<file path="src/ins_defs.svh">
// Constants for the interrupt and non-maskable request front end
`ifndef INS_DEFS_SVH
`define INS_DEFS_SVH
`define INS_SYNC_STAGES 2
`define INS_DEAD_CLOCKS 2
`define INS_DEAD_CNT_W 2
`define INS_DEAD_ZERO 2'h0
`define INS_DEAD_ONE 2'h1
`endif

</file>
<file path="src/ins_pkg.sv">
// Types for the interrupt and non-maskable request front end
package ins_pkg;
  typedef enum logic [1:0] {
    INS_RUN   = 2'h0,
    INS_DEAD  = 2'h1,
    INS_START = 2'h3
  } ins_state_e;
  typedef enum logic {
    INS_SRC_MASKABLE = 1'h0,
    INS_SRC_NMI      = 1'h1
  } ins_src_e;
endpackage

</file>
<file path="src/ins_sync2.sv">
// Two-flop synchroniser for one asynchronous request pin
`timescale 1ns/10ps
module ins_sync2 (
  input  wire logic mclk,
  input  wire logic arst_n,
  input  wire logic clkEn,
  input  wire logic asyncIn,
  output logic      syncOut
);
  logic metaReg;
  logic syncReg;

  always_ff @(posedge mclk or negedge arst_n) begin
    if (!arst_n) begin
      metaReg <= 1'h0;
      syncReg <= 1'h0;
    end else if (clkEn) begin
      metaReg <= asyncIn;
      syncReg <= metaReg;
    end
  end

  assign syncOut = syncReg;
endmodule

</file>
<file path="src/ins_nmi_latch.sv">
// Non-maskable edge detect, latch, in-service mask and single pending slot
`timescale 1ns/10ps
module ins_nmi_latch (
  input  wire logic mclk,
  input  wire logic arst_n,
  input  wire logic clkEn,
  input  wire logic nmiSync,
  input  wire logic nmiTaken,
  input  wire logic retDone,
  output logic      nmiPending,
  output logic      nmiMasked
);
  logic prevReg;
  logic pendReg;
  logic pendNext;
  logic maskReg;
  logic maskNext;
  logic riseEdge;

  // Level must fall and stay low to re-arm
  assign riseEdge = nmiSync & ~prevReg;
  // Edge wins over the taken clear; one slot only, extra edges merge
  assign pendNext = riseEdge | (pendReg & ~nmiTaken);
  // Mask set on entry, cleared by the return instruction
  assign maskNext = nmiTaken | (maskReg & ~retDone);

  always_ff @(posedge mclk or negedge arst_n) begin
    if (!arst_n) begin
      prevReg <= 1'h0;
      pendReg <= 1'h0;
      maskReg <= 1'h0;
    end else if (clkEn) begin
      prevReg <= nmiSync;
      pendReg <= pendNext;
      maskReg <= maskNext;
    end
  end

  assign nmiPending = pendReg;
  assign nmiMasked  = maskReg;
endmodule

</file>
<file path="src/ins_front_end.sv">
// Interrupt front end between request pins and the execution unit
`timescale 1ns/10ps
`include "ins_defs.svh"
// How it works
// - Maskable pin passes only two sync flops
// - Maskable is a level; withdrawn request ignored
// - Sample only at instruction or string boundaries
// - Late request caught at next boundary
// - Service starts after two dead clocks
// - Latency bounded: instruction plus five clocks from the pin
// - Non-maskable pin uses same sync
// - Non-maskable triggers on rising edge
// - Short or long pulse latched once
// - Non-maskable masked until return instruction
// - One further non-maskable held pending
module ins_front_end (
  input  wire logic mclk,
  input  wire logic arst_n,
  input  wire logic clkEn,
  input  wire logic maskable_irq_in,
  input  wire logic nmiIn,
  input  wire logic intEnable,
  input  wire logic instrBoundary,
  input  wire logic interrupt_return_instr,
  output logic      holdNextInstr,
  output logic      serviceStart,
  output logic      serviceIsNmi,
  output logic      nmiMaskedOut
);
  logic                          intrSync;
  logic                          nmiSync;
  logic                          nmiPending;
  logic                          nmiMasked;
  logic                          nmiReady;
  logic                          intrReady;
  logic                          acceptNow;
  logic                          acceptNmi;
  logic                          nmiTaken;
  ins_pkg::ins_state_e           state_reg;
  ins_pkg::ins_state_e           state_next;
  logic [`INS_DEAD_CNT_W-1:0]    deadCnt_reg;
  logic [`INS_DEAD_CNT_W-1:0]    deadCnt_next;
  ins_pkg::ins_src_e             src_reg;
  logic                          hold_reg;
  logic                          start_reg;
  logic                          isNmi_reg;
  logic                          maskOut_reg;

  ins_sync2 u_intrSync (
    .mclk    (mclk),
    .arst_n  (arst_n),
    .clkEn   (clkEn),
    .asyncIn (maskable_irq_in),
    .syncOut (intrSync)
  );

  ins_sync2 u_nmiSync (
    .mclk    (mclk),
    .arst_n  (arst_n),
    .clkEn   (clkEn),
    .asyncIn (nmiIn),
    .syncOut (nmiSync)
  );

  ins_nmi_latch u_nmiLatch (
    .mclk       (mclk),
    .arst_n     (arst_n),
    .clkEn      (clkEn),
    .nmiSync    (nmiSync),
    .nmiTaken   (nmiTaken),
    .retDone    (interrupt_return_instr),
    .nmiPending (nmiPending),
    .nmiMasked  (nmiMasked)
  );

  // A pending edge waits out the handler, then is served
  assign nmiReady  = nmiPending & ~nmiMasked;
  // Live level only; a dropped request is never latched
  assign intrReady = intrSync & intEnable;
  assign acceptNow = (state_reg == ins_pkg::INS_RUN) & instrBoundary
                     & (nmiReady | intrReady);
  assign acceptNmi = nmiReady;
  assign nmiTaken  = acceptNow & acceptNmi;

  always_comb begin
    state_next   = state_reg;
    deadCnt_next = deadCnt_reg;
    unique case (state_reg)
      ins_pkg::INS_RUN: begin
        if (acceptNow) begin
          state_next   = ins_pkg::INS_DEAD;
          deadCnt_next = `INS_DEAD_ZERO;
        end
      end
      ins_pkg::INS_DEAD: begin
        // Count the dead clocks before vectoring
        deadCnt_next = deadCnt_reg + `INS_DEAD_ONE;
        if (deadCnt_reg == `INS_DEAD_CNT_W'(`INS_DEAD_CLOCKS - 1)) begin
          state_next = ins_pkg::INS_START;
        end
      end
      ins_pkg::INS_START: begin
        state_next = ins_pkg::INS_RUN;
      end
      default: begin
        state_next = ins_pkg::INS_RUN;
      end
    endcase
  end

  always_ff @(posedge mclk or negedge arst_n) begin
    if (!arst_n) begin
      state_reg   <= ins_pkg::INS_RUN;
      deadCnt_reg <= `INS_DEAD_ZERO;
      src_reg     <= ins_pkg::INS_SRC_MASKABLE;
    end else if (clkEn) begin
      state_reg   <= state_next;
      deadCnt_reg <= deadCnt_next;
      if (acceptNow) begin
        src_reg <= acceptNmi ? ins_pkg::INS_SRC_NMI : ins_pkg::INS_SRC_MASKABLE;
      end
    end
  end

  // Registered outputs; holdNextInstr blocks the next instruction
  always_ff @(posedge mclk or negedge arst_n) begin
    if (!arst_n) begin
      hold_reg    <= 1'h0;
      start_reg   <= 1'h0;
      isNmi_reg   <= 1'h0;
      maskOut_reg <= 1'h0;
    end else if (clkEn) begin
      hold_reg    <= (state_next != ins_pkg::INS_RUN);
      start_reg   <= (state_next == ins_pkg::INS_START);
      isNmi_reg   <= (state_next == ins_pkg::INS_START) & (src_reg == ins_pkg::INS_SRC_NMI);
      maskOut_reg <= nmiMasked;
    end
  end

  assign holdNextInstr = hold_reg;
  assign serviceStart  = start_reg;
  assign serviceIsNmi  = isNmi_reg;
  assign nmiMaskedOut  = maskOut_reg;
endmodule

</file>
<file path="config.mk">
export PLATFORM = sky130hd
export DESIGN_NAME = ins_front_end
export DESIGN_NICKNAME = d
export VERILOG_FILES = /design/src/ins_pkg.sv /design/src/ins_sync2.sv /design/src/ins_nmi_latch.sv /design/src/ins_front_end.sv
export VERILOG_INCLUDE_DIRS = /design/src
export SDC_FILE = /design/constraint.sdc
export NUM_CORES = 1
export LEC_CHECK = 0
export BUFFER_PORTS_ARGS = -buffer_cell sky130_fd_sc_hd__buf_2
export CAP_MARGIN = 25
export CORE_AREA = 2 2 39 41
export CTS_CLUSTER_DIAMETER = 200
export DETAILED_ROUTE_END_ITERATION = 12
export DIE_AREA = 0 0 41 43
export PLACE_DENSITY = 0.73
export SETUP_SLACK_MARGIN = 0.4
export SLEW_MARGIN = 0
export SYNTH_ARGS = -nofsm -noshare
export SYNTH_HDL_FRONTEND = slang
export SYNTH_HIERARCHICAL = 1
export SYNTH_SLANG_ARGS = --single-unit
</file>
<file path="constraint.sdc">
create_clock -name mclk -period 3 [get_ports mclk]
set_input_delay 0.6 -clock mclk [delete_from_list [all_inputs] [get_ports mclk]]
set_output_delay 0.6 -clock mclk [all_outputs]
set_load 0.03 [all_outputs]
</file>
# Word level (Yosys, flattened, before mapping)
# Cells that the tools add are included.
[classes]
n_addsub = 1
eq_ne = 4
n_mux = 6
n_bitwise = 16
reduce_logical = 5
[op_table]
columns = ["cell", "count"]
rows = [
  ["1-bit bitwise AND", 9],
  ["2-bit case mux with 2 select lines", 2],
  ["2-bit 2-to-1 mux", 3],
  ["2-bit by 1-bit equality test with 1-bit output, second input constant", 2],
  ["1-bit inverter", 4],
  ["2-bit nonzero test", 2],
  ["1-bit OR", 3],
  ["3-bit AND reduction", 1],
  ["2-bit by 1-bit adder with 2-bit output, second input constant", 1],
  ["2-bit equality test, second input constant", 1],
  ["2-bit logical NOT", 1],
  ["2-bit != test, second input constant", 1],
  ["2-bit AND reduction", 1],
  ["1-bit 2-to-1 mux", 1],
]
[totals]
reg_bits = 16
inputBits = 8
elab_cells = 46

# Logic depth before layout (Yosys ltp)
# Gate-level depths: netlist of the first run.
[logic_depth]
word_depth = 8
depth_mapped = 5
mapped_depth_nobuf = 4

# Modules after synthesis
# Netlist of the first run, hierarchy kept.
[modules_own_cells]
columns = ["mod", "n_inst", "cells_per_inst", "area_each_um2", "seq_area_each_um2"]
rows = [
  ["ins_front_end", 1, 40, 412.9, 225.2],
  ["ins_sync2", 2, 4, 72.6, 50.0],
  ["ins_nmi_latch", 1, 10, 115.1, 75.1],
]

# Least setup slack after synthesis of the first run
# No wires, ideal clock.
[synth_path]
path_kind = "input-to-reg"
from = "input port instrBoundary"
to = "register u_nmiLatch.pendReg, in the netlist u_nmiLatch/nmiPending"
setup_ns = 0.122
t_arrival_ns = 1.388
setup_slack_ns = 1.491
path_stages = 4
cell_sequence = "or3b_4 -> nor2_1 -> nand2_1 -> a32o_1"
[synth_between]
elab_chain_cells = 6
[synth_rtl]
columns = ["item", "line_no", "source"]
rows = [
  ["from (decl)", "ins_front_end.sv:23", "input wire logic instrBoundary,"],
  ["1-bit bitwise AND", "ins_front_end.sv:80", "assign acceptNow = (state_reg == ins_pkg::INS_RUN) & instrBoundary"],
  ["1-bit bitwise AND", "ins_front_end.sv:81", "& (nmiReady | intrReady);"],
  ["1-bit bitwise AND", "ins_front_end.sv:83", "assign nmiTaken = acceptNow & acceptNmi;"],
  ["named net nmiTaken", "ins_front_end.sv:38", "logic nmiTaken;"],
  ["1-bit inverter", "ins_nmi_latch.sv:23", "assign pendNext = riseEdge | (pendReg & ~nmiTaken);"],
  ["1-bit bitwise AND", "ins_nmi_latch.sv:23", ""],
  ["1-bit OR", "ins_nmi_latch.sv:23", ""],
  ["to (signal assigned)", "ins_nmi_latch.sv:34", "pendReg <= pendNext;"],
  ["to (decl)", "ins_nmi_latch.sv:14", "logic pendReg;"],
]
# The timed path passes the listed nets, and every way through them passes these cells.
# A chain may end at the register's enable or synchronous reset.

# Final worst setup path of the first run
[layout_path]
from = "register hold_reg, in the netlist holdNextInstr"
to = "output port holdNextInstr"
[layout_rtl]
columns = ["item", "line_no", "source"]
rows = [
  ["from (decl)", "ins_front_end.sv:44", "logic hold_reg;"],
  ["from (signal assigned)", "ins_front_end.sv:133", "hold_reg <= (state_next != ins_pkg::INS_RUN);"],
  ["to (decl)", "ins_front_end.sv:25", "output logic holdNextInstr,"],
]
# No word-level cell between the ends.

==> run metrics, run 1 <==
Worst-path clk slew about 0.090 ns; # IOs 12; number of hold buffers added after cts 0; TritonCTS buffer count 3; Die Y around 43 µm; Reg2Reg Depth 4; r2r endpoint u_nmiLatch/nmiPending; Mapped Area 673 µm²; post-route minimum period 1.46 ns; antenna violation net count after detailed routing 0; synth warn 6; GRT overflow 0; Core Area approximately 1400 µm²; share of layout cells above drive strength 1 0.333; first-pass GRT wire length between 1.5 and 2 mm; CTS tree built; post-synthesis area per instance 11.6 µm²; fmax 686 MHz; Buf+Inv Stages, Crit Path 1; Fin Hold WS about 0.2 ns; drt initial violations 9; Initial Util 0.486; chip width roughly 40 µm; critical register-to-register path startpoint state_reg[1]; max-capacitance violation count 0; syn_nets 67; vias in the first global route between 400 and 500; Setup TNS Final 0 ns; Hold Violations, Final 0; Worst EP arrival about 0.86 ns; RSZ-0062 raised after global routing no; Yosys cell types 22; Critical Path RT roughly 2.4 ns; LEAKAGE around 0.00038 µW; Post-Route WL between 1 and 1.5 mm; routed vias 457; hpwl dp ~770 µm; register area 400 µm²; startpoint types register; HP Class in2async; synthesized flop and latch total 16; Total Nets Final 82; final slew viol count 0; skew final roughly 0.0028 ns; Post-CTS Resized 0; WL/cell approximately 12 µm; critical path's slowest cell dfrtp_1; clock tree buffer depth 2; largest net degree at the start of global routing 21; Crit path max-delay family flip-flops; Layout fillers about 120; Synth-to-Final Area Change 15.8%; clk_lat worst skew 0.29 ns; Port Buffers 11; outcome completed; Syn Inst Count 58; CTS H-Tree Depth 1; routability cong. between 0.7 and 0.8; vias per cell 5.19; R2R setup slack around 1.6 ns; detailed-route DRC error count 0; Cell Chain, Critical Path buf_2; drt first pass iters 4; actual slew at the worst max-slew pin 0.338 ns; power per cell area between 900 and 1000 nW/µm²; # rows 14; die footprint between 1500 and 2000 µm²; crit share post-route 0.486; root buffer cell clkbuf_4; sequential area share after synthesis 0.595; Multi-input gate area about 250 µm²; WS Path Type reg2out; endpoint type of the worst setup path output pin; initial antenna violation count 0; worst ir drop on vdd between 0.0004 and 0.0005 V; Inserted Diodes 0; Crit path largest cell delay between 0.3 and 0.4 ns; CTS Sinks 16; Max-slew headroom 0.775; Setup Fix Bufs, Post-CTS 0; GR Util All Layers 0.167; Crit Path Max Fanout 2; final setup vio count 0
## per-stage QoR
stage	std cells	cell area, µm²	setup slack [ns]	util	power, µW
floorplan	58	673	1.49	-	510
global placement	84	743	1.36	0.537	565
detailed placement	84	743	1.34	0.537	577
CTS	88	779	1.53	0.563	720
global route	88	779	1.48	0.563	768
finish	88	779	1.54	0.563	711
## power breakdown
group | internal (µW) | switching [µW] | leakage [µW]
Combinational | 99.3 | 131 | 0.000161
Clock | 74.0 | 66.7 | 0.0000210
Sequential | 290 | 49.9 | 0.000195
Total | 463 | 248 | 0.000378
## per-layer routing
metal | share of wire | GRT usage | vias to the layer above | routed length (µm)
met2 | 0.46 | 0.225 | 12 | 479
met1 | 0.46 | 0.220 | 215 | 477
met4 | 0.031 | 0.0800 | 0 | 32
met5 | 0 | 0 | - | 0
met3 | 0.054 | 0.0785 | 5 | 56
li1 | - | - | 225 | -
## Yosys cell counts, drive strengths merged
| cell type | count | area (µm²) |
|---|---|---|
| a21boi | 1 | 7.51 |
| o21ai | 5 | 25.0 |
| nand2 | 7 | 26.3 |
| ha | 1 | 12.5 |
| o32ai | 1 | 8.76 |
| a21o | 1 | 7.51 |
| or3b | 1 | 11.3 |
| nand2b | 2 | 12.5 |
| o2bb2ai | 1 | 8.76 |
| a22o | 2 | 18.8 |
| dfrtp | 16 | 400 |
| buf | 1 | 5.00 |
| nor2 | 2 | 7.51 |
| nand3 | 1 | 5.00 |
| a32o | 1 | 10.0 |
| mux2 | 5 | 56.3 |
| inv | 6 | 22.5 |
| and2b | 1 | 8.76 |
| a21oi | 3 | 18.8 |
## cell usage in the layout (no fill, tap or decap)
master     Yosys  layout
a21boi_0       1       1
o32ai_1        1       1
nand2b_1       2       2
or3b_4         1       1
clkbuf_8       0       1
clkbuf_4       0       3
nand2_1        7       7
a22o_1         1       1
mux2_2         5       5
buf_2          1      11
inv_1          6       6
and2b_2        1       1
a21oi_2        1       1
ha_1           1       1
o2bb2ai_1      1       1
dfrtp_1       16      16
a21o_1         1       1
a21oi_1        2       2
a32o_1         1       1
nor2_1         2       2
o21ai_0        4       4
a22o_2         1       1
o21ai_1        1       1
nand3_1        1       1
## how the worst max path moves through the flow
stage                  start                    end  slack (ns)  cells after the start
2_1_floorplan  instrBoundary  u_nmiLatch/nmiPending        1.49                      4
3_3_place_gp   instrBoundary  u_nmiLatch/nmiPending        1.36                      5
3_5_place_dp   instrBoundary  u_nmiLatch/nmiPending        1.34                      5
4_1_cts        holdNextInstr          holdNextInstr        1.53                      1
5_1_grt         state_reg[0]  u_nmiLatch/nmiPending        1.48                      4
6_report       holdNextInstr          holdNextInstr        1.54                      1
## cell type report
class | count | share of cell area
well taps | 16 | 0.0257
inverters | 6 | 0.0289
clock buffers | 4 | 0.0465
multi-input cells | 35 | 0.315
repair buffers | 11 | 0.0706
flip-flops and latches | 16 | 0.514
## cell families after synthesis
logic type | synth area share
DFF | 0.595
AOI/OAI and AO/OA | 0.156
and+or+nand+nor | 0.106
buffers and inverters | 0.0409
muxes | 0.0836
adders and majority gates | 0.0186
## worst register-to-register path: cells and delay by family, from the launching register on
family,cells,cell delay (ns)
flip-flops,1,0.43
AO/OA/AOI/OAI,1,0.21
AND/OR/NAND/NOR,3,0.69
(Power assumes the default switching activity.)
==> run 2: changes to the inputs <==
CORE_AREA = default   (was 2 2 39 41)
CORE_MARGIN = 2   (was default)
CORE_UTILIZATION = 46   (was default)
DIE_AREA = default   (was 0 0 41 43)
PLACE_DENSITY = 0.7   (was 0.73)
clock period = 1.2 ns   (was 3 ns; I/O delays follow)
==> run 2 against run 1 <==
- the flow now finishes with violations (setup timing)
- routed wire length grew 32%
- highest routed layer unchanged
- final cell count increased by 16%
- worst hold slack got worse by 0.0073 ns
- largest cell class unchanged
- via count grew 14%
- power rose to 3.4 times the previous value
==> run metrics, run 2 (synthesized netlist as in run 1, its figures left out) <==
outcome complete, but fails checks (was completed); failing checks setup timing; Layout fillers 81 (was 116); met2 WL 710 µm (was 479 µm); antenna violation net count after detailed routing 0 (unchanged); max-capacitance violation count 0 (unchanged); crit share post-route 1.11; Met1 Wirelength 592 µm (was 477 µm); GR Util All Layers 0.165 (was 0.167); routability cong. 0.764 (was 0.720); # IOs 12 (unchanged); Reg2Reg Depth 4 (unchanged); endpoint type of the worst setup path register (was output pin); clock tree buffer depth 2 (unchanged); CTS tree built (unchanged); actual slew at the worst max-slew pin 0.351 ns (was 0.338 ns); hpwl dp 814 µm (was 770 µm); final slew viol count 0 (unchanged); RSZ-0062 raised after global routing yes (was no); Die Y 42.3 µm (was 43 µm); WS Path Type reg2reg (was reg2out); Pwr Total 2400 µW (was 711 µW); fmax around 750 MHz; share of layout cells above drive strength 1 0.575 (was 0.333); drt initial violations 4 (was 9); Critical Path RT 1.38 ns (was 2.40 ns); Hold Path End u_intrSync/metaReg; Max-slew headroom 0.766 (was 0.775); power per cell area 2390 nW/µm² (was 912 nW/µm²); Hold Path Depth 2; Port Buffers 11 (unchanged); largest net degree at the start of global routing 17 (was 21); most frequent cells in the layout dfrtp_1 (15), buf_6 (9), buf_4 (9), buf_2 (7), nand2_1 (6) (was dfrtp_1 (16), buf_2 (11), nand2_1 (7), inv_1 (6), mux2_2 (5)); CTS Sinks 16 (unchanged); chip width 42.3 µm (was 41 µm); Multi-input gate area 310 µm² (was 245 µm²); Crit path max-delay family simple AND/OR/NAND/NOR gates (was flip-flops); final setup vio count 6 (was 0); TritonCTS buffer count 3 (unchanged); r2r endpoint deadCnt_reg[0] (was u_nmiLatch/nmiPending); fin area 1000 µm² (was 779 µm²); register area 402 µm² (was 400 µm²); DR WL met3 61 µm (was 56 µm); Post-Route WL 1.38 mm (was 1.05 mm); drt first pass iters 4 (unchanged); worst ir drop on vdd 0.00142 V (was 0.000410 V); LEAKAGE 0.000471 µW (was 0.000378 µW); Min-Delay Startpoint maskable_irq_in; HP Class in2reg (was in2async); Cell Chain, Critical Path or3b_4 -> a21oi_2 -> o21ai_2 -> a21o_1 (was buf_2); worst setup margin -0.127 ns (was 1.54 ns); uppermost routed layer met4 (unchanged); Initial Util 0.505 (was 0.486); post-route minimum period ~1.3 ns; critical path's slowest cell or3b_4 (was dfrtp_1); Synth-to-Final Area Change 49.1% (was 15.8%); first-pass GRT wire length 2.17 mm (was 1.91 mm); root buffer cell clkbuf_4 (unchanged); Worst-path clk slew 0.10 ns (was 0.09 ns); R2R setup slack -0.13 ns (was 1.56 ns); GRT overflow 0 (unchanged); Crit Path Max Fanout 3 (was 2); initial antenna violation count 0 (unchanged); CTS H-Tree Depth 1 (unchanged); routed vias 522 (was 457); Inserted Diodes 0 (unchanged); clk_lat worst skew 0.28 ns (was 0.29 ns); die footprint 1790 µm² (was 1760 µm²); vias per cell 5.12 (was 5.19); # rows 13 (was 14); DP Area 792 µm² (was 743 µm²); Total Nets Final 97 (was 82); startpoint types register (unchanged); Crit path largest cell delay 0.43 ns (was 0.39 ns); skew final 0.00327 ns (was 0.00278 ns); Buf+Inv Stages, Crit Path 0 (was 1); most common cell after layout, fill and taps aside dfrtp_1 (unchanged); Core Area 1330 µm² (was 1380 µm²); critical register-to-register path startpoint state_reg[1] (unchanged); detailed-route DRC error count 0 (unchanged); Hold Violations, Final 0 (unchanged); Worst EP arrival 1.51 ns (was 0.86 ns); vias in the first global route 512 (was 456); WL/cell 13.5 µm (was 11.9 µm)
-- run 2: how the worst max path moves through the flow --
stage,from,end,slack (ns),cells after the start
floorplan,state_reg[1],u_nmiLatch/nmiPending,-0.1,4
global placement,state_reg[1],deadCnt_reg[0],-0.1,4
detailed placement,state_reg[1],deadCnt_reg[0],-0.11,4
CTS,state_reg[1],deadCnt_reg[0],-0.10,4
global route,state_reg[1],deadCnt_reg[0],-0.17,4
finish,state_reg[1],deadCnt_reg[0],-0.13,4
-- run 2: power breakdown --
part / total (µW) / internal, µW / leakage (µW) / switching, µW
logic: 1180 / 654 / 0.000256 / 524
clock network: 352 / 184 / 0.0000210 / 167
registers: 867 / 728 / 0.000194 / 139
-- run 2: worst register-to-register path, cell delays in order, from the launching register on --
cell	delay, ns
dfrtp_1	0.40
or3b_4	0.43
a21oi_2	0.13
o21ai_2	0.08
a21o_1	0.18
-- run 2: repair_timing --
item / in CTS / in global routing
hold buffers: 1 / 0
resized for setup: 18 / 8
hold endpoints to repair: 16 / 0
buffers inserted: 5 / 5
cloned: 0 / 0
endpoints found under the setup margin: 14 / 15
pin swaps: 2 / 3
-- run 2: metal layers --
metal	track usage	up-vias
met3	0.0603	2
li1	-	259
met4	0.0563	0
met2	0.258	13
met1	0.209	248
met5	0	-
-- run 2: layout make-up --
type,count,area share
tap,15,0.0187
inverter,6,0.0224
timing repair buffer,26,0.213
multi-input combinational,35,0.309
clock buffer,4,0.0362
sequential,16,0.400
-- run 2: stage by stage --
step                      cells  setup TNS, ns  hold slack, ns  worst slack, ns   util
after detailed placement     87         -0.273           0.168           -0.107  0.594
final                       102         -0.489           0.189           -0.127  0.752
after floorplan              58         -0.259         -0.0556          -0.0955      -
after CTS                    97         -0.327           0.189           -0.102  0.705
after global routing        102         -0.809           0.177           -0.172  0.752
after global placement       87         -0.230           0.167          -0.0983  0.594
